### config.mk
export PLATFORM = sky130hd
export DESIGN_NAME = mlcs_seq_top
export DESIGN_NICKNAME = d
export VERILOG_FILES = /design/src/pkg/mlcs_pkg.sv /design/src/rtl/mlcs_limit_cmp.sv /design/src/rtl/mlcs_avg16.sv /design/src/rtl/mlcs_seq_top.sv
export VERILOG_INCLUDE_DIRS = /design/src /design/src/pkg
export SDC_FILE = /design/constraint.sdc
export NUM_CORES = 1
export LEC_CHECK = 0
export BUFFER_PORTS_ARGS = -buffer_cell sky130_fd_sc_hd__buf_2
export CAP_MARGIN = 5
export CORE_AREA = 2 2 166 168
export CTS_CLUSTER_SIZE = 14
export DETAILED_ROUTE_END_ITERATION = 10
export DIE_AREA = 0 0 168 170
export PLACE_DENSITY = 0.82
export SLEW_MARGIN = 5
export SYNTH_ARGS = -nofsm -noshare
export SYNTH_HDL_FRONTEND = slang
export SYNTH_SLANG_ARGS = --single-unit
### constraint.sdc
create_clock -name mclk -period 8.05 [get_ports mclk]
set_input_delay 1.61 -clock mclk [delete_from_list [all_inputs] [get_ports mclk]]
set_output_delay 1.61 -clock mclk [all_outputs]
set_load 0.01 [all_outputs]
### src/pkg/mlcs_defs.svh
// Purpose: constants of the monitor limit compare sequencer
// Assumes: 100 MHz mclk, 8-bit register port
// Notes:   times are in ns, cycle counts derive from them
`ifndef MLCS_DEFS_SVH
`define MLCS_DEFS_SVH

// clock and timing
`define MLCS_CLK_NS          10
`define MLCS_CONV_NS         11600000
`define MLCS_REMOTE_NS       34800000
`define MLCS_AVG_N           16
`define MLCS_AVG_SHIFT       4
`define MLCS_SUB_LAST        4'hF

// channels
`define MLCS_NCHAN           8
`define MLCS_CH_REMOTE       3'h6
`define MLCS_CH_LOCAL        3'h7

// register offsets
`define MLCS_VAL_BASE        8'h20
`define MLCS_LIM_BASE        8'h2B
`define MLCS_LIM_SPAN        8'h10
`define MLCS_CFG_ADDR        8'h40
`define MLCS_STAT1_ADDR      8'h41
`define MLCS_STAT2_ADDR      8'h42

// fields and reset values
`define MLCS_CFG_START_BIT   0
`define MLCS_STAT2_FAULT_BIT 6
`define MLCS_RST_BYTE        8'h00

`endif

### src/pkg/mlcs_pkg.sv
// Purpose: types of the monitor limit compare sequencer
// Assumes: constants live in mlcs_defs.svh
// Notes:   no timescale, nothing imported elsewhere
package mlcs_pkg;

  typedef enum logic [2:0] {
    MLCS_IDLE,
    MLCS_START,
    MLCS_WAITD,
    MLCS_HOLD,
    MLCS_STORE
  } mlcs_state_t;

  typedef logic [7:0] mlcs_byte_t;
  typedef logic [2:0] mlcs_chan_t;

endpackage

### src/rtl/mlcs_limit_cmp.sv
// Purpose: window compare of one result against its limits
// Assumes: limits and value are 8-bit
// Notes:   combinational, signed or unsigned per channel
`timescale 1ns/100ps
module mlcs_limit_cmp #(
  parameter int DW = 8
) (
  // operands
  input  wire logic [DW-1:0] value,
  input  wire logic [DW-1:0] hiLim,
  input  wire logic [DW-1:0] loLim,
  input  wire logic          signedCmp,
  // result
  output logic               outOfLimit
);

  // a greater than b, signed or unsigned
  function automatic logic gtSel(input logic [DW-1:0] a, input logic [DW-1:0] b,
                                 input logic sgn);
    if (sgn) begin
      return $signed(a) > $signed(b);
    end
    return a > b;
  endfunction

  always_comb begin
    outOfLimit = gtSel(value, hiLim, signedCmp) || gtSel(loLim, value, signedCmp);
  end

endmodule

### src/rtl/mlcs_avg16.sv
// Purpose: running sum of remote samples, floor average out
// Assumes: samples are two's complement bytes
// Notes:   clr wins over add in the same cycle
`timescale 1ns/100ps
`include "mlcs_defs.svh"
module mlcs_avg16 #(
  parameter int DW    = 8,
  parameter int SHIFT = `MLCS_AVG_SHIFT
) (
  // clock and reset
  input  wire logic          mclk,
  input  wire logic          rst_n,
  // control
  input  wire logic          clr,
  input  wire logic          add,
  input  wire logic [DW-1:0] din,
  // result
  output logic      [DW-1:0] avg
);

  logic signed [DW+SHIFT-1:0] sum_r;
  logic signed [DW+SHIFT-1:0] sum_nxt;

  always_comb begin
    sum_nxt = sum_r;
    if (clr) begin
      sum_nxt = '0;
    end else if (add) begin
      sum_nxt = sum_r + (DW+SHIFT)'($signed(din));
    end
  end

  always_ff @(posedge mclk or negedge rst_n) begin
    if (!rst_n) begin
      sum_r <= '0;
    end else begin
      sum_r <= sum_nxt;
    end
  end

  // arithmetic shift: sum of 16 two's complement samples
  assign avg = sum_r[DW+SHIFT-1:SHIFT];

endmodule

### src/rtl/mlcs_seq_top.sv
// Purpose: round-robin measurement sequencer with limit checks
// Assumes: external converter answers adcStart with one adcDone pulse
// Notes:   register port is a simple synchronous byte port
`timescale 1ns/100ps
`include "mlcs_defs.svh"
module mlcs_seq_top #(
  parameter int CNT_W      = 22,
  parameter int CONV_CYC   = `MLCS_CONV_NS / `MLCS_CLK_NS,
  parameter int REMOTE_CYC = `MLCS_REMOTE_NS / `MLCS_CLK_NS
) (
  // clock and reset
  input  wire logic       mclk,
  input  wire logic       rst_n,
  // register port
  input  wire logic [7:0] regAddr,
  input  wire logic       regWr,
  input  wire logic [7:0] regWrData,
  input  wire logic       regRd,
  output logic      [7:0] regRdData,
  output logic            regRdValid,
  // converter
  output logic            adcStart,
  output logic      [2:0] adcChan,
  input  wire logic       adcDone,
  input  wire logic [7:0] adcData,
  // remote diode fault detectors
  input  wire logic       diodeGndShort,
  input  wire logic       diodeSupShort,
  input  wire logic       diodePairShort,
  input  wire logic       diodePairOpen,
  // interrupt sources and state
  output logic            tempAlarm,
  output logic            voltAlarm,
  output logic            running
);

  localparam int SUB_CYC = REMOTE_CYC / `MLCS_AVG_N;

  function automatic logic isTemp(input mlcs_pkg::mlcs_chan_t c);
    return (c == `MLCS_CH_REMOTE) || (c == `MLCS_CH_LOCAL);
  endfunction

  function automatic logic isValAddr(input logic [7:0] a);
    return a[7:3] == 5'(`MLCS_VAL_BASE >> 3);
  endfunction

  function automatic logic isLimAddr(input logic [7:0] a);
    return (a >= `MLCS_LIM_BASE) && (a < `MLCS_LIM_BASE + `MLCS_LIM_SPAN);
  endfunction

  // sequencer state
  mlcs_pkg::mlcs_state_t state_r, state_nxt;
  mlcs_pkg::mlcs_chan_t  chan_r, chan_nxt;
  logic [3:0]            sub_r, sub_nxt;
  logic [CNT_W-1:0]      cnt_r, cnt_nxt;
  logic [CNT_W-1:0]      lastCnt;
  logic                  faultAcc_r, faultAcc_nxt;
  logic [7:0]            sample_r, sample_nxt;
  logic                  storeEn;
  logic                  avgClr;
  logic                  avgAdd;
  logic                  chanRemote;
  logic                  diodeFault;
  logic [7:0]            avgOut;
  logic [7:0]            storeVal;
  logic                  cmpOut;

  // register file
  logic                              cfgStart_r, cfgStart_nxt;
  logic [`MLCS_NCHAN-1:0][7:0]       value_r, value_nxt;
  logic [`MLCS_NCHAN-1:0][7:0]       hiLim_r, hiLim_nxt;
  logic [`MLCS_NCHAN-1:0][7:0]       loLim_r, loLim_nxt;
  logic [7:0]                        status1_r, status1_nxt;
  logic [7:0]                        status2_r, status2_nxt;
  logic                              tempAlarm_r, tempAlarm_nxt;
  logic                              voltAlarm_r, voltAlarm_nxt;
  logic [7:0]                        limOff;
  logic [7:0]                        rdData_r, rdData_nxt;
  logic                              rdValid_r;

  assign chanRemote = (chan_r == `MLCS_CH_REMOTE);
  assign diodeFault = diodeGndShort | diodeSupShort | diodePairShort | diodePairOpen;
  assign storeVal   = chanRemote ? avgOut : sample_r;
  assign limOff     = regAddr - `MLCS_LIM_BASE;

  mlcs_avg16 u_avg (
    .mclk  (mclk),
    .rst_n (rst_n),
    .clr   (avgClr),
    .add   (avgAdd),
    .din   (adcData),
    .avg   (avgOut)
  );

  mlcs_limit_cmp u_cmp (
    .value      (storeVal),
    .hiLim      (hiLim_r[chan_r]),
    .loLim      (loLim_r[chan_r]),
    .signedCmp  (isTemp(chan_r)),
    .outOfLimit (cmpOut)
  );

  // slot length: last remote sub-slot and plain slots leave a cycle for the store
  always_comb begin
    if (chanRemote) begin
      lastCnt = (sub_r == `MLCS_SUB_LAST) ? CNT_W'(SUB_CYC - 2) : CNT_W'(SUB_CYC - 1);
    end else begin
      lastCnt = CNT_W'(CONV_CYC - 2);
    end
  end

  // sequencer next state
  always_comb begin
    state_nxt    = state_r;
    chan_nxt     = chan_r;
    sub_nxt      = sub_r;
    cnt_nxt      = cnt_r + CNT_W'(1);
    faultAcc_nxt = faultAcc_r | (chanRemote & diodeFault);
    sample_nxt   = sample_r;
    adcStart     = 1'b0;
    storeEn      = 1'b0;
    avgClr       = 1'b0;
    avgAdd       = 1'b0;
    case (state_r)
      mlcs_pkg::MLCS_IDLE: begin
        cnt_nxt      = '0;
        faultAcc_nxt = 1'b0;
        if (cfgStart_r) begin
          chan_nxt  = '0;
          sub_nxt   = '0;
          avgClr    = 1'b1;
          state_nxt = mlcs_pkg::MLCS_START;
        end
      end
      mlcs_pkg::MLCS_START: begin
        adcStart  = 1'b1;
        state_nxt = mlcs_pkg::MLCS_WAITD;
      end
      mlcs_pkg::MLCS_WAITD: begin
        if (!cfgStart_r) begin
          state_nxt = mlcs_pkg::MLCS_IDLE;
        end else if (adcDone) begin
          sample_nxt = adcData;
          avgAdd     = chanRemote;
          state_nxt  = mlcs_pkg::MLCS_HOLD;
        end
      end
      mlcs_pkg::MLCS_HOLD: begin
        if (!cfgStart_r) begin
          state_nxt = mlcs_pkg::MLCS_IDLE;
        end else if (cnt_r >= lastCnt) begin
          cnt_nxt = '0;
          if (chanRemote && (sub_r != `MLCS_SUB_LAST)) begin
            sub_nxt   = sub_r + 4'h1;
            state_nxt = mlcs_pkg::MLCS_START;
          end else begin
            state_nxt = mlcs_pkg::MLCS_STORE;
          end
        end
      end
      mlcs_pkg::MLCS_STORE: begin
        storeEn      = 1'b1;
        avgClr       = 1'b1;
        faultAcc_nxt = 1'b0;
        sub_nxt      = '0;
        cnt_nxt      = '0;
        chan_nxt     = chan_r + 3'h1;
        state_nxt    = cfgStart_r ? mlcs_pkg::MLCS_START : mlcs_pkg::MLCS_IDLE;
      end
      default: begin
        state_nxt = mlcs_pkg::MLCS_IDLE;
      end
    endcase
  end

  always_ff @(posedge mclk or negedge rst_n) begin
    if (!rst_n) begin
      state_r    <= mlcs_pkg::MLCS_IDLE;
      chan_r     <= '0;
      sub_r      <= '0;
      cnt_r      <= '0;
      faultAcc_r <= 1'b0;
      sample_r   <= `MLCS_RST_BYTE;
    end else begin
      state_r    <= state_nxt;
      chan_r     <= chan_nxt;
      sub_r      <= sub_nxt;
      cnt_r      <= cnt_nxt;
      faultAcc_r <= faultAcc_nxt;
      sample_r   <= sample_nxt;
    end
  end

  // register file next values
  always_comb begin
    cfgStart_nxt  = cfgStart_r;
    value_nxt     = value_r;
    hiLim_nxt     = hiLim_r;
    loLim_nxt     = loLim_r;
    status1_nxt   = status1_r;
    status2_nxt   = status2_r;
    tempAlarm_nxt = 1'b0;
    voltAlarm_nxt = 1'b0;
    if (regWr) begin
      if (regAddr == `MLCS_CFG_ADDR) begin
        cfgStart_nxt = regWrData[`MLCS_CFG_START_BIT];
      end else if (isLimAddr(regAddr)) begin
        if (limOff[0]) begin
          loLim_nxt[limOff[3:1]] = regWrData;
        end else begin
          hiLim_nxt[limOff[3:1]] = regWrData;
        end
      end
    end
    if (storeEn) begin
      value_nxt[chan_r]   = storeVal;
      status1_nxt[chan_r] = cmpOut;
      if (chanRemote) begin
        status2_nxt[`MLCS_STAT2_FAULT_BIT] = faultAcc_r;
      end
      tempAlarm_nxt = cmpOut & isTemp(chan_r);
      voltAlarm_nxt = cmpOut & ~isTemp(chan_r);
    end
  end

  // read path, no side effects on status
  always_comb begin
    rdData_nxt = `MLCS_RST_BYTE;
    if (isValAddr(regAddr)) begin
      rdData_nxt = value_r[regAddr[2:0]];
    end else if (isLimAddr(regAddr)) begin
      rdData_nxt = limOff[0] ? loLim_r[limOff[3:1]] : hiLim_r[limOff[3:1]];
    end else if (regAddr == `MLCS_CFG_ADDR) begin
      rdData_nxt[`MLCS_CFG_START_BIT] = cfgStart_r;
    end else if (regAddr == `MLCS_STAT1_ADDR) begin
      rdData_nxt = status1_r;
    end else if (regAddr == `MLCS_STAT2_ADDR) begin
      rdData_nxt = status2_r;
    end
    if (!regRd) begin
      rdData_nxt = rdData_r;
    end
  end

  always_ff @(posedge mclk or negedge rst_n) begin
    if (!rst_n) begin
      cfgStart_r  <= 1'b0;
      value_r     <= {`MLCS_NCHAN{`MLCS_RST_BYTE}};
      hiLim_r     <= {`MLCS_NCHAN{`MLCS_RST_BYTE}};
      loLim_r     <= {`MLCS_NCHAN{`MLCS_RST_BYTE}};
      status1_r   <= `MLCS_RST_BYTE;
      status2_r   <= `MLCS_RST_BYTE;
      tempAlarm_r <= 1'b0;
      voltAlarm_r <= 1'b0;
      rdData_r    <= `MLCS_RST_BYTE;
      rdValid_r   <= 1'b0;
    end else begin
      cfgStart_r  <= cfgStart_nxt;
      value_r     <= value_nxt;
      hiLim_r     <= hiLim_nxt;
      loLim_r     <= loLim_nxt;
      status1_r   <= status1_nxt;
      status2_r   <= status2_nxt;
      tempAlarm_r <= tempAlarm_nxt;
      voltAlarm_r <= voltAlarm_nxt;
      rdData_r    <= rdData_nxt;
      rdValid_r   <= regRd;
    end
  end

  assign regRdData  = rdData_r;
  assign regRdValid = rdValid_r;
  assign adcChan    = chan_r;
  assign tempAlarm  = tempAlarm_r;
  assign voltAlarm  = voltAlarm_r;
  assign running    = (state_r != mlcs_pkg::MLCS_IDLE);
endmodule

## Word-level counts from Yosys, hierarchy flattened

Cells that the tools add are included.

| storage, ports and cells | value |
|---|---|
| register bits | 266 |
| output and inout bits | 16 |
| logic and storage cells | 168 |

| operators by class | value |
|---|---|
| add/subtract/negate cells | 5 |
| $lt $le $gt $ge | 12 |
| equal/unequal tests | 18 |
| muxes and demuxes | 65 |
| bitwise operators | 10 |
| reductions and logical operators | 20 |

Operator list:

| cell | count |
|---|---|
| bitwise mux 64 bit | 3 |
| binary-select mux 8 bit (select 3 bit) | 5 |
| two-way mux 8 bit | 12 |
| demux 8 bit (select 3 bit) | 2 |
| two-way mux 22 bit | 2 |
| case mux 22 bit (2 select lines) | 1 |
| greater-than comparator 8 bit | 4 |
| == test 8 x 7 -> 1 bit, second input constant | 3 |
| two-way mux 12 bit | 2 |
| adder 22 x 1 -> 22 bit, second input constant | 1 |
| >= comparator 22 bit | 1 |
| two-way mux 21 bit | 1 |
| two-way mux 3 bit | 7 |
| two-way mux 1 bit | 18 |
| two-way mux 4 bit | 4 |
| case mux 3 bit (5 select lines) | 1 |
| two-way mux 7 bit | 2 |
| adder 12 x 8 -> 12 bit | 1 |
| less-than comparator 3 x 4 -> 1 bit, second input constant | 3 |
| case mux 4 bit (3 select lines) | 1 |
| == test 3 bit, second input constant | 3 |
| bitwise mux 8 bit | 1 |
| >= comparator 8 x 6 -> 1 bit, second input constant | 1 |
| less-than comparator 8 x 6 -> 1 bit, second input constant | 1 |
| other kinds (27) | 50 |

## Longest topological paths before layout

Gate-level depths: netlist of the first run.

| depth | value |
|---|---|
| word-level depth | 8 |
| gate-level depth with buffers | 15 |
| gate-level depth less buffers | 13 |

## Hierarchy

Synthesis of the first run repeated with hierarchy kept, for this count alone.

| unflattened totals | value |
|---|---|
| cell total of the unflattened synthesis | 1,325 |
| area, all modules | 14,961.8 um^2 |

By module, submodules not included:

| module | instances | cells each | area each (um^2) | seq. area each (um^2) |
|---|---|---|---|---|
| mlcs_seq_top | 1 | 1,147 | 13,441.6 | 6,356.1 |
| mlcs_avg16 | 1 | 119 | 1,082.3 | 300.3 |
| mlcs_limit_cmp | 1 | 59 | 437.9 | 0.0 |

## Least setup slack after synthesis of the first run

No wires, ideal clock.

| timing | value |
|---|---|
| kind | input to register |
| start point | input regAddr[1] |
| end point | register rdData_r[0], in the netlist regRdData[0] |
| setup time | 0.129 ns |
| arrival time | 4.077 ns |
| data required time | 7.921 ns |
| slack | 3.844 ns |
| stages on the path | 13 |
| buffers on the path | 6 |
| cell sequence | buf_4 -> buf_1 -> inv_1 -> ha_1 -> buf_4 -> buf_6 -> buf_4 -> buf_2 -> mux2_2 -> a221oi_1 -> o2111ai_1 -> o32ai_1 -> a21oi_1 |

| on the way | value |
|---|---|
| longest elaborated chain between the ends | 6 |

Ends and longest elaborated chain:

| what | line | source |
|---|---|---|
| start: declaration | mlcs_seq_top.sv:15 | `input wire logic [7:0] regAddr,` |
| subtractor 4 bit (no source line) | -- |  |
| binary-select mux 8 bit (select 3 bit) | mlcs_seq_top.sv:232 | `rdData_nxt = limOff[0] ? loLim_r[limOff[3:1]] : hiLim_r[limOff[3:1]];` |
| two-way mux 8 bit (not written as such) | mlcs_seq_top.sv:232 |  |
| two-way mux 8 bit | mlcs_seq_top.sv:232 |  |
| two-way mux 8 bit | mlcs_seq_top.sv:231 | `end else if (isLimAddr(regAddr)) begin` |
| two-way mux 8 bit * | mlcs_seq_top.sv:229 | `if (isValAddr(regAddr)) begin` |
| end signal: assignment | mlcs_seq_top.sv:255 | `` rdData_r <= `MLCS_RST_BYTE; `` |
| end signal: assignment | mlcs_seq_top.sv:266 | `rdData_r <= rdData_nxt;` |
| end: declaration | mlcs_seq_top.sv:78 | `logic [7:0] rdData_r, rdData_nxt;` |

Every way passes the cells marked *; elsewhere a longest branch is shown, timed or not. The select of a mux whose other input is x is not followed.
A chain may end at the register's enable or synchronous reset.

## Worst setup path in the final report of the first run

| timing | value |
|---|---|
| start point | input regAddr[1] |
| end point | register hiLim_r[62] (netlist bit) |

| on the way | value |
|---|---|
| longest elaborated chain between the ends | 6 |

Ends and longest elaborated chain:

| what | line | source |
|---|---|---|
| subtractor 4 bit (no source line) | -- |  |
| less-than comparator 3 x 4 -> 1 bit (not written as such) / >= comparator 3 x 1 -> 1 bit (equally long branches) | mlcs_seq_top.sv:211 | `hiLim_nxt[limOff[3:1]] = regWrData;` |
| logical AND 1 bit (not written as such) | mlcs_seq_top.sv:211 |  |
| two-way mux 8 bit (not written as such) | mlcs_seq_top.sv:211 |  |
| demux 8 bit (select 3 bit) | mlcs_seq_top.sv:211 |  |
| bitwise mux 64 bit | mlcs_seq_top.sv:211 |  |
| end signal: assignment | mlcs_seq_top.sv:249 | `` hiLim_r <= {`MLCS_NCHAN{`MLCS_RST_BYTE}}; `` |
| end signal: assignment | mlcs_seq_top.sv:260 | `hiLim_r <= hiLim_nxt;` |
| end: declaration | mlcs_seq_top.sv:71 | `` logic [`MLCS_NCHAN-1:0][7:0] hiLim_r, hiLim_nxt; `` |

Several ways; a longest one is shown, not always the timed one.

==> flow_metrics.env, run 1 <==
export IMPL_status="finished, violations left"
export IMPL_violations="design-rule violations"
export IMPL_grtUsageTotal=0.3028
export IMPL_crit_type="primary input to flop"
export IMPL_drive_gt1_frac=0.2611
export IMPL_synth_edf_count=0
export IMPL_grt_overflow=0
export IMPL_synth_top_family_by_area="multiplexers"
export IMPL_cts_sinks=266
export IMPL_cts_hold_buf=0
export IMPL_synthAdderAreaFrac=0.03937
export IMPL_synth_ff_type="dfrtp_1"
export IMPL_nets=1428
export IMPL_final_antenna_net_count=0
export IMPL_diodes=0
export IMPL_arrival_ns=5.65
export IMPL_skew_ns=0.02161
export IMPL_yosysTopAreaCell="dfrtp_1"
export IMPL_drc=1
export IMPL_place_gp_congestion=0.9756
export IMPL_fin_area_um2=16600
export IMPL_leakage_nw=7.552
export IMPL_clk_path_buf_depth=3
export IMPL_cts_tree="done"
export IMPL_dieArea_um2=28560
export IMPL_drt_wirelength_per_cell_um=24.94
export IMPL_netlist_area_um2=15130
export IMPL_maxCapViolations=0
export IMPL_yosys_area_share_simple=0.1135
export IMPL_yosysSeqAreaShare=0.4400
export IMPL_critical_path_startpoint_type="primary input"
export IMPL_slew_headroom=0.1711
export IMPL_antenna_found_initial=0
export IMPL_setup_violations=0
export IMPL_finalHoldViolations=0
export IMPL_synth_seq_cells=266
export IMPL_wirelength_um=42700
export IMPL_cts_made_buffers=29
export IMPL_synth_area_per_cell_um2=11.37
export IMPL_ys_warn_count=0
export IMPL_drt_iter0_drc=1602
export IMPL_grt_pass1_wl_um=67160
export IMPL_synth_top_area_frac=0.4400
export IMPL_period_minus_slack_ns=5.209
export IMPL_peakVddDrop_mv=0.2082
export IMPL_worst_pin_slew_ns=1.209
export IMPL_placementRows=60
export IMPL_synthXorXnorAreaFrac=0.01737
export IMPL_synth_nets=1411
export IMPL_clockRootBuffer="clkbuf_16"
export IMPL_initial_utilization=0.5676
export IMPL_multi_input_area_um2=8005
export IMPL_critPathCaptureType="flop"
export IMPL_hpwl_um=28810
export IMPL_synth_async_reset_ratio=1.000
export IMPL_fmax_ghz=0.1920
export IMPL_fin_setup_tns_ns=0
export IMPL_port_buffers=48
export IMPL_crit_fanout=71
export IMPL_clock_latency_ns=0.56
export IMPL_power_density_nw_per_um2=202.0
export IMPL_boundaryPins=49
export IMPL_area_delta_synth_final_pct=9.710
export IMPL_grt_max_degree=136
export IMPL_first_global_vias=11560
export IMPL_ys_types=92
export IMPL_h_tree_depth=1
export IMPL_regArea_um2=6659
export IMPL_synth_compound_area_frac=0.1258
export IMPL_rsz0062_at_grt="false"
export IMPL_required_ns=8.49
export IMPL_die_width_um=168
export IMPL_die_h_um=170
export IMPL_vias_per_cell=6.791
export IMPL_vias=11630
export IMPL_drv_slew=0
export IMPL_path_clk_slew_ns=0.06
export IMPL_dr_pass1_iters=9
export IMPL_fill_cells=2018
export IMPL_hold_path_class="flop to flop"
export IMPL_dpl_cell_area_um2=15550
export IMPL_post_cts_repair_setup_buffers=0
export IMPL_core_um2=26650
export IMPL_synthMuxAreaShare=0.2320
export IMPL_synthCells=1331
export IMPL_synthTopCellsByArea="dfrtp_1, mux2_2, mux4_2"
export IMPL_postCtsResizedCells=0
export IMPL_period_share=0.6470
==> per-stage QoR <==
step	power (mW)	hold WS (ns)	utilization	cells	setup slack, ns
final	3.352	0.4792	0.6227	1712	2.841
after detailed placement	1.914	0.4696	0.5835	1658	2.435
after floorplan	1.744	0.4446	-	1331	3.844
after global routing	3.461	0.5016	0.6227	1712	2.763
after global placement	1.899	0.4564	0.5835	1658	2.561
after CTS	3.350	0.4834	0.6227	1712	3.016
==> layout by cell type (no fill, tap or decap), drive strengths merged, types with 17 or more instances in the layout <==
master	synthesis	routed
nor2	83	83
clkbuf	36	38
mux4	54	54
a21oi	55	55
mux2	161	161
mux2i	48	48
dfrtp	266	266
nand3	46	46
buf	39	61
nand2	112	112
xor2	20	20
o21ai	82	82
ha	46	46
inv	28	29
o211ai	17	17
==> worst max-delay path, stage by stage <==
cell and delay, ns:
buf_2 0.54, inv_1 0.20, ha_4 0.96, nand2b_1 0.19
a21oi_1 0.64, or2_2 0.29, nor2b_1 0.72, mux2_2 0.42
==> cells in the mapped netlist (all sizes together), types with 3 or more instances <==
master / n
a2111oi: 3
a211oi: 10
a21o: 10
a21oi: 55
a221o: 6
a221oi: 10
a22o: 13
a22oi: 11
a31o: 3
a31oi: 6
a32oi: 7
and2: 10
and3: 9
buf: 39
clkbuf: 36
dfrtp: 266
ha: 46
inv: 28
mux2: 161
mux2i: 48
mux4: 54
nand2: 112
nand2b: 5
nand3: 46
nand3b: 3
nand4: 14
nor2: 83
nor2b: 14
nor3: 11
nor3b: 4
nor4b: 4
o211ai: 17
o21a: 3
o21ai: 82
o22ai: 5
o2bb2ai: 6
o31ai: 8
or2: 4
or4: 7
xnor2: 10
xor2: 20
==> cells by family after synthesis <==
group / after synthesis
simple gates: 340
compound gates: 281
flops: 266
mux: 263
buf+inv: 104
fa+ha+maj: 47
xor+xnor: 30
==> flip-flops by register name, summed over array words and instances, names as in the netlist, 4 cells and up <==
register	count
hiLim_r	64
loLim_r	64
cnt_r	22
u_avg.sum_r	12
regRdData	8
status1_r	8
value_r	64
sample_r	8
sub_r	4
==> power by group <==
| part | leakage (nW) | switching (mW) | internal, mW |
|---|---|---|---|
| clock | 0.513 | 0.565 | 0.884 |
| sequential | 3.67 | 0.0627 | 1.39 |
| combinational | 3.37 | 0.279 | 0.169 |
==> per-layer routing <==
metal	GRT usage	vias up	routed length [µm]
met5	0	-	0
met4	0.1081	0	1691
met3	0.06860	133	3880
met2	0.4723	592	19250
met1	0.4197	5877	17870
li1	-	5024	-
==> final cells by class <==
cell class | count | share of cell area
inverter | 29 | 0.006710
clock inverter | 16 | 0.01304
multi-input combinational | 961 | 0.4824
timing repair buffer | 61 | 0.02096
tap | 341 | 0.02571
sequential | 266 | 0.4012
clock buffer | 38 | 0.04998
==> final timing paths <==
kind,from,endpoint,slack [ns],cells past startpoint
setup / recovery,regAddr[1],hiLim_r[62]$_DFFE_PN0P_,2.84,8
hold / removal,value_r[29]$_DFFE_PN0P_,value_r[29]$_DFFE_PN0P_,0.48,2
setup reg to reg,adcChan[1]$_DFFE_PN0P_,status1_r[2]$_DFFE_PN0P_,3.17,13
hold reg to reg,value_r[29]$_DFFE_PN0P_,value_r[29]$_DFFE_PN0P_,0.48,2
max in group asynchronous,rst_n,hiLim_r[30]$_DFFE_PN0P_,5.34,2
min in group asynchronous,rst_n,cnt_r[19]$_DFF_PN0_,1.20,1
No activity file was read; power rests on OpenSTA's default activity.
==> run 2, diff against run 1 <==
--- a/config.mk
+++ b/config.mk
@@ -6,13 +6,14 @@
 export SDC_FILE = /design/constraint.sdc
 export NUM_CORES = 1
 export LEC_CHECK = 0
+export ABC_AREA = 1
 export BUFFER_PORTS_ARGS = -buffer_cell sky130_fd_sc_hd__buf_2
 export CAP_MARGIN = 5
 export CORE_AREA = 2 2 166 168
 export CTS_CLUSTER_SIZE = 14
 export DETAILED_ROUTE_END_ITERATION = 10
 export DIE_AREA = 0 0 168 170
-export PLACE_DENSITY = 0.82
+export PLACE_DENSITY = 0.81
 export SLEW_MARGIN = 5
 export SYNTH_ARGS = -nofsm -noshare
 export SYNTH_HDL_FRONTEND = slang
==> constraint.sdc (replaced) <==
create_clock -name mclk -period 5.3 [get_ports mclk]
set_input_delay 1.06 -clock mclk [delete_from_list [all_inputs] [get_ports mclk]]
set_output_delay 1.06 -clock mclk [all_outputs]
set_load 0.01 [all_outputs]
==> run 2 against run 1 <==
Effect of this change: die area did not move; clock-buffer cell count increased by 10; the run now ends clean; sequential power increased by 54%; routed wire length is 2.1% lower; highest routed layer unchanged; synthesized cell count increased by 54%; first-iteration DRC count fell by 16%; flip-flop and latch count unchanged; clock skew increased by 0.0027 ns.
==> flow_metrics.env, run 2 <==
export IMPL_setup_violations=0
export IMPL_multi_input_area_um2=7158
export IMPL_post_cts_repair_setup_buffers=0
export IMPL_synth_area_per_cell_um2=7.319
export IMPL_vias_per_cell=5.780
export IMPL_h_tree_depth=1
export IMPL_status="finished, final reports clean"
export IMPL_synth_async_reset_ratio=1.000
export IMPL_drc=0
export IMPL_critPathCaptureType="flop"
export IMPL_ys_warn_count=0
export IMPL_worst_pin_slew_ns=1.136
export IMPL_synth_most_common_cell="nand2_1"
export IMPL_ys_types=48
export IMPL_critical_path_startpoint_type="flop"
export IMPL_fill_cells=2274
export IMPL_drv_slew=0
export IMPL_synthTopCellsByArea="dfrtp_1, nand2_1, o21ai_0"
export IMPL_reg_top3="hiLim_r x64, loLim_r x64, value_r x64"
export IMPL_yosysTopAreaCell="dfrtp_1"
export IMPL_skew_ns=0.02432
export IMPL_synth_top_area_frac=0.4437
export IMPL_synth_edf_count=0
export IMPL_regArea_um2=6656
export IMPL_cts_tree="done"
export IMPL_die_h_um=170
export IMPL_final_antenna_net_count=0
export IMPL_vias=13930
export IMPL_clockRootBuffer="clkbuf_16"
export IMPL_postCtsResizedCells=0
export IMPL_required_ns=5.78
export IMPL_wirelength_um=41800
export IMPL_grt_pass1_wl_um=67140
export IMPL_diodes=0
export IMPL_crit_fanout=17
export IMPL_antenna_found_initial=0
export IMPL_crit_type="flop to flop"
export IMPL_hpwl_um=28270
export IMPL_path_clk_slew_ns=0.06
export IMPL_final_cell_mix="nand2_1, o21ai_0, dfrtp_1, inv_1, nor2_1"
export IMPL_dieArea_um2=28560
export IMPL_period_share=0.7459
export IMPL_grtUsageTotal=0.2932
export IMPL_cts_sinks=266
export IMPL_drive_gt1_frac=0.07544
export IMPL_peakVddDrop_mv=0.2412
export IMPL_first_global_vias=13010
export IMPL_fin_area_um2=16420
export IMPL_clock_latency_ns=0.58
export IMPL_arrival_ns=4.44
export IMPL_fin_cells=2409
export IMPL_core_um2=26650
export IMPL_grt_overflow=0
export IMPL_maxCapViolations=0
export IMPL_synth_top_cells_by_count="nand2_1, o21ai_0, dfrtp_1"
export IMPL_synth_ff_type="dfrtp_1"
export IMPL_initial_utilization=0.5630
export IMPL_finalHoldViolations=0
export IMPL_synthCells=2050
export IMPL_power_density_nw_per_um2=316.7
export IMPL_synth_nets=2130
export IMPL_die_width_um=168
export IMPL_synth_seq_cells=266
export IMPL_crit_chain="ha_1, nand2_1, inv_1, or2_2, o21ai_1, inv_1, ha_1, a21oi_1, nor2_1, nor2_1, nand2_1, nand2_1, nand3_1, nand2_1, nand2_1, nor2_1"
export IMPL_drt_iter0_drc=1340
export IMPL_cts_hold_buf=0
export IMPL_dr_pass1_iters=5
export IMPL_yosysSeqAreaShare=0.4437
export IMPL_clk_path_buf_depth=3
export IMPL_rsz0062_at_grt="false"
export IMPL_slew_headroom=0.2400
export IMPL_dpl_cell_area_um2=15440
export IMPL_cpMaxStageDelayCell="dfrtp_1"
export IMPL_cts_made_buffers=29
export IMPL_drt_wirelength_per_cell_um=17.35
export IMPL_leakage_nw=8.220
export IMPL_grt_max_degree=117
export IMPL_port_buffers=48
export IMPL_fin_setup_tns_ns=0
export IMPL_cp_common_cell="nand2_1"
export IMPL_dp_cells=2355
export IMPL_area_delta_synth_final_pct=9.415
export IMPL_mostFrequentLayoutCell="nand2_1"
export IMPL_hold_path_class="flop to flop"
export IMPL_fmax_ghz=0.2529
export IMPL_boundaryPins=49
export IMPL_nets=2125
export IMPL_place_gp_congestion=0.9519
export IMPL_placementRows=60
export IMPL_netlist_area_um2=15000
export IMPL_slowest_delay_ns=0.45
export IMPL_period_minus_slack_ns=3.953
==> run 2: cell type report <==
type	instances	area share
inverter	207	0.04733
clock buffer	48	0.05526
tap	341	0.02599
clock inverter	6	0.004268
timing repair buffer	69	0.02561
sequential	266	0.4055
multi-input combinational	1472	0.4361
==> run 2: critical path: cells and delay by family, from the launching register on <==
kind,cells,cell delay (ns)
AND/OR/NAND/NOR,10,1.72
flip-flops,1,0.45
AO/OA/AOI/OAI,2,0.48
adder cells (fa/ha/maj),2,0.56
buffers and inverters,2,0.66
==> run 2: logic make-up (layout without fill, tap and decap cells) <==
group                    Yosys count  count (layout)  synth area share
AO/OA/AOI/OAI                    529             529            0.1856
XOR/XNOR                          17              17           0.01143
adder cells (fa/ha/maj)           47              47           0.03970
buffers and inverters            312             330           0.08006
flip-flops                       266             266            0.4437
multiplexers                       2               2          0.001334
AND/OR/NAND/NOR                  877             877            0.2383
==> run 2: final timing paths <==
kind | start | end | slack [ns] | depth (start not counted)
worst min-delay path | sample_r[6]$_DFFE_PN0P_ | sample_r[6]$_DFFE_PN0P_ | 0.48 | 2
max in group asynchronous | rst_n | loLim_r[13]$_DFFE_PN0P_ | 3.47 | 2
worst max register to register | adcChan[1]$_DFFE_PN0P_ | tempAlarm$_DFF_PN0_ | 1.35 | 16
worst max-delay path | adcChan[1]$_DFFE_PN0P_ | tempAlarm$_DFF_PN0_ | 1.35 | 16
min in group asynchronous | rst_n | sub_r[1]$_DFFE_PN0P_ | 0.53 | 1
worst min register to register | sample_r[6]$_DFFE_PN0P_ | sample_r[6]$_DFFE_PN0P_ | 0.48 | 2
==> run 2: metrics by stage <==
step	util	hold slack (ns)	setup slack [ns]	total power, mW
floorplan	-	0.4345	1.887	2.865
finish	0.6160	0.4764	1.347	5.199
global route	0.6160	0.5081	0.9981	5.407
global placement	0.5793	0.4478	1.607	3.136
CTS	0.6160	0.4784	1.415	5.204
detailed placement	0.5793	0.4560	1.470	3.165
==> run 2: power breakdown <==
group	switching (mW)	total, mW	internal (mW)	leakage, nW
logic	0.631	0.897	0.265	4.44
clock network	0.838	2.05	1.21	0.485
registers	0.0765	2.25	2.18	3.29
==> run 2: layer usage <==
layer | global-route usage | part of all wire | vias to the layer above | wire length [µm]
li1 | - | - | 6642 | -
met1 | 0.3862 | 0.41 | 6542 | 17150
met2 | 0.4872 | 0.47 | 595 | 19490
met3 | 0.03744 | 0.073 | 146 | 3068
met4 | 0.1342 | 0.050 | 0 | 2084
met5 | 0 | 0 | - | 0
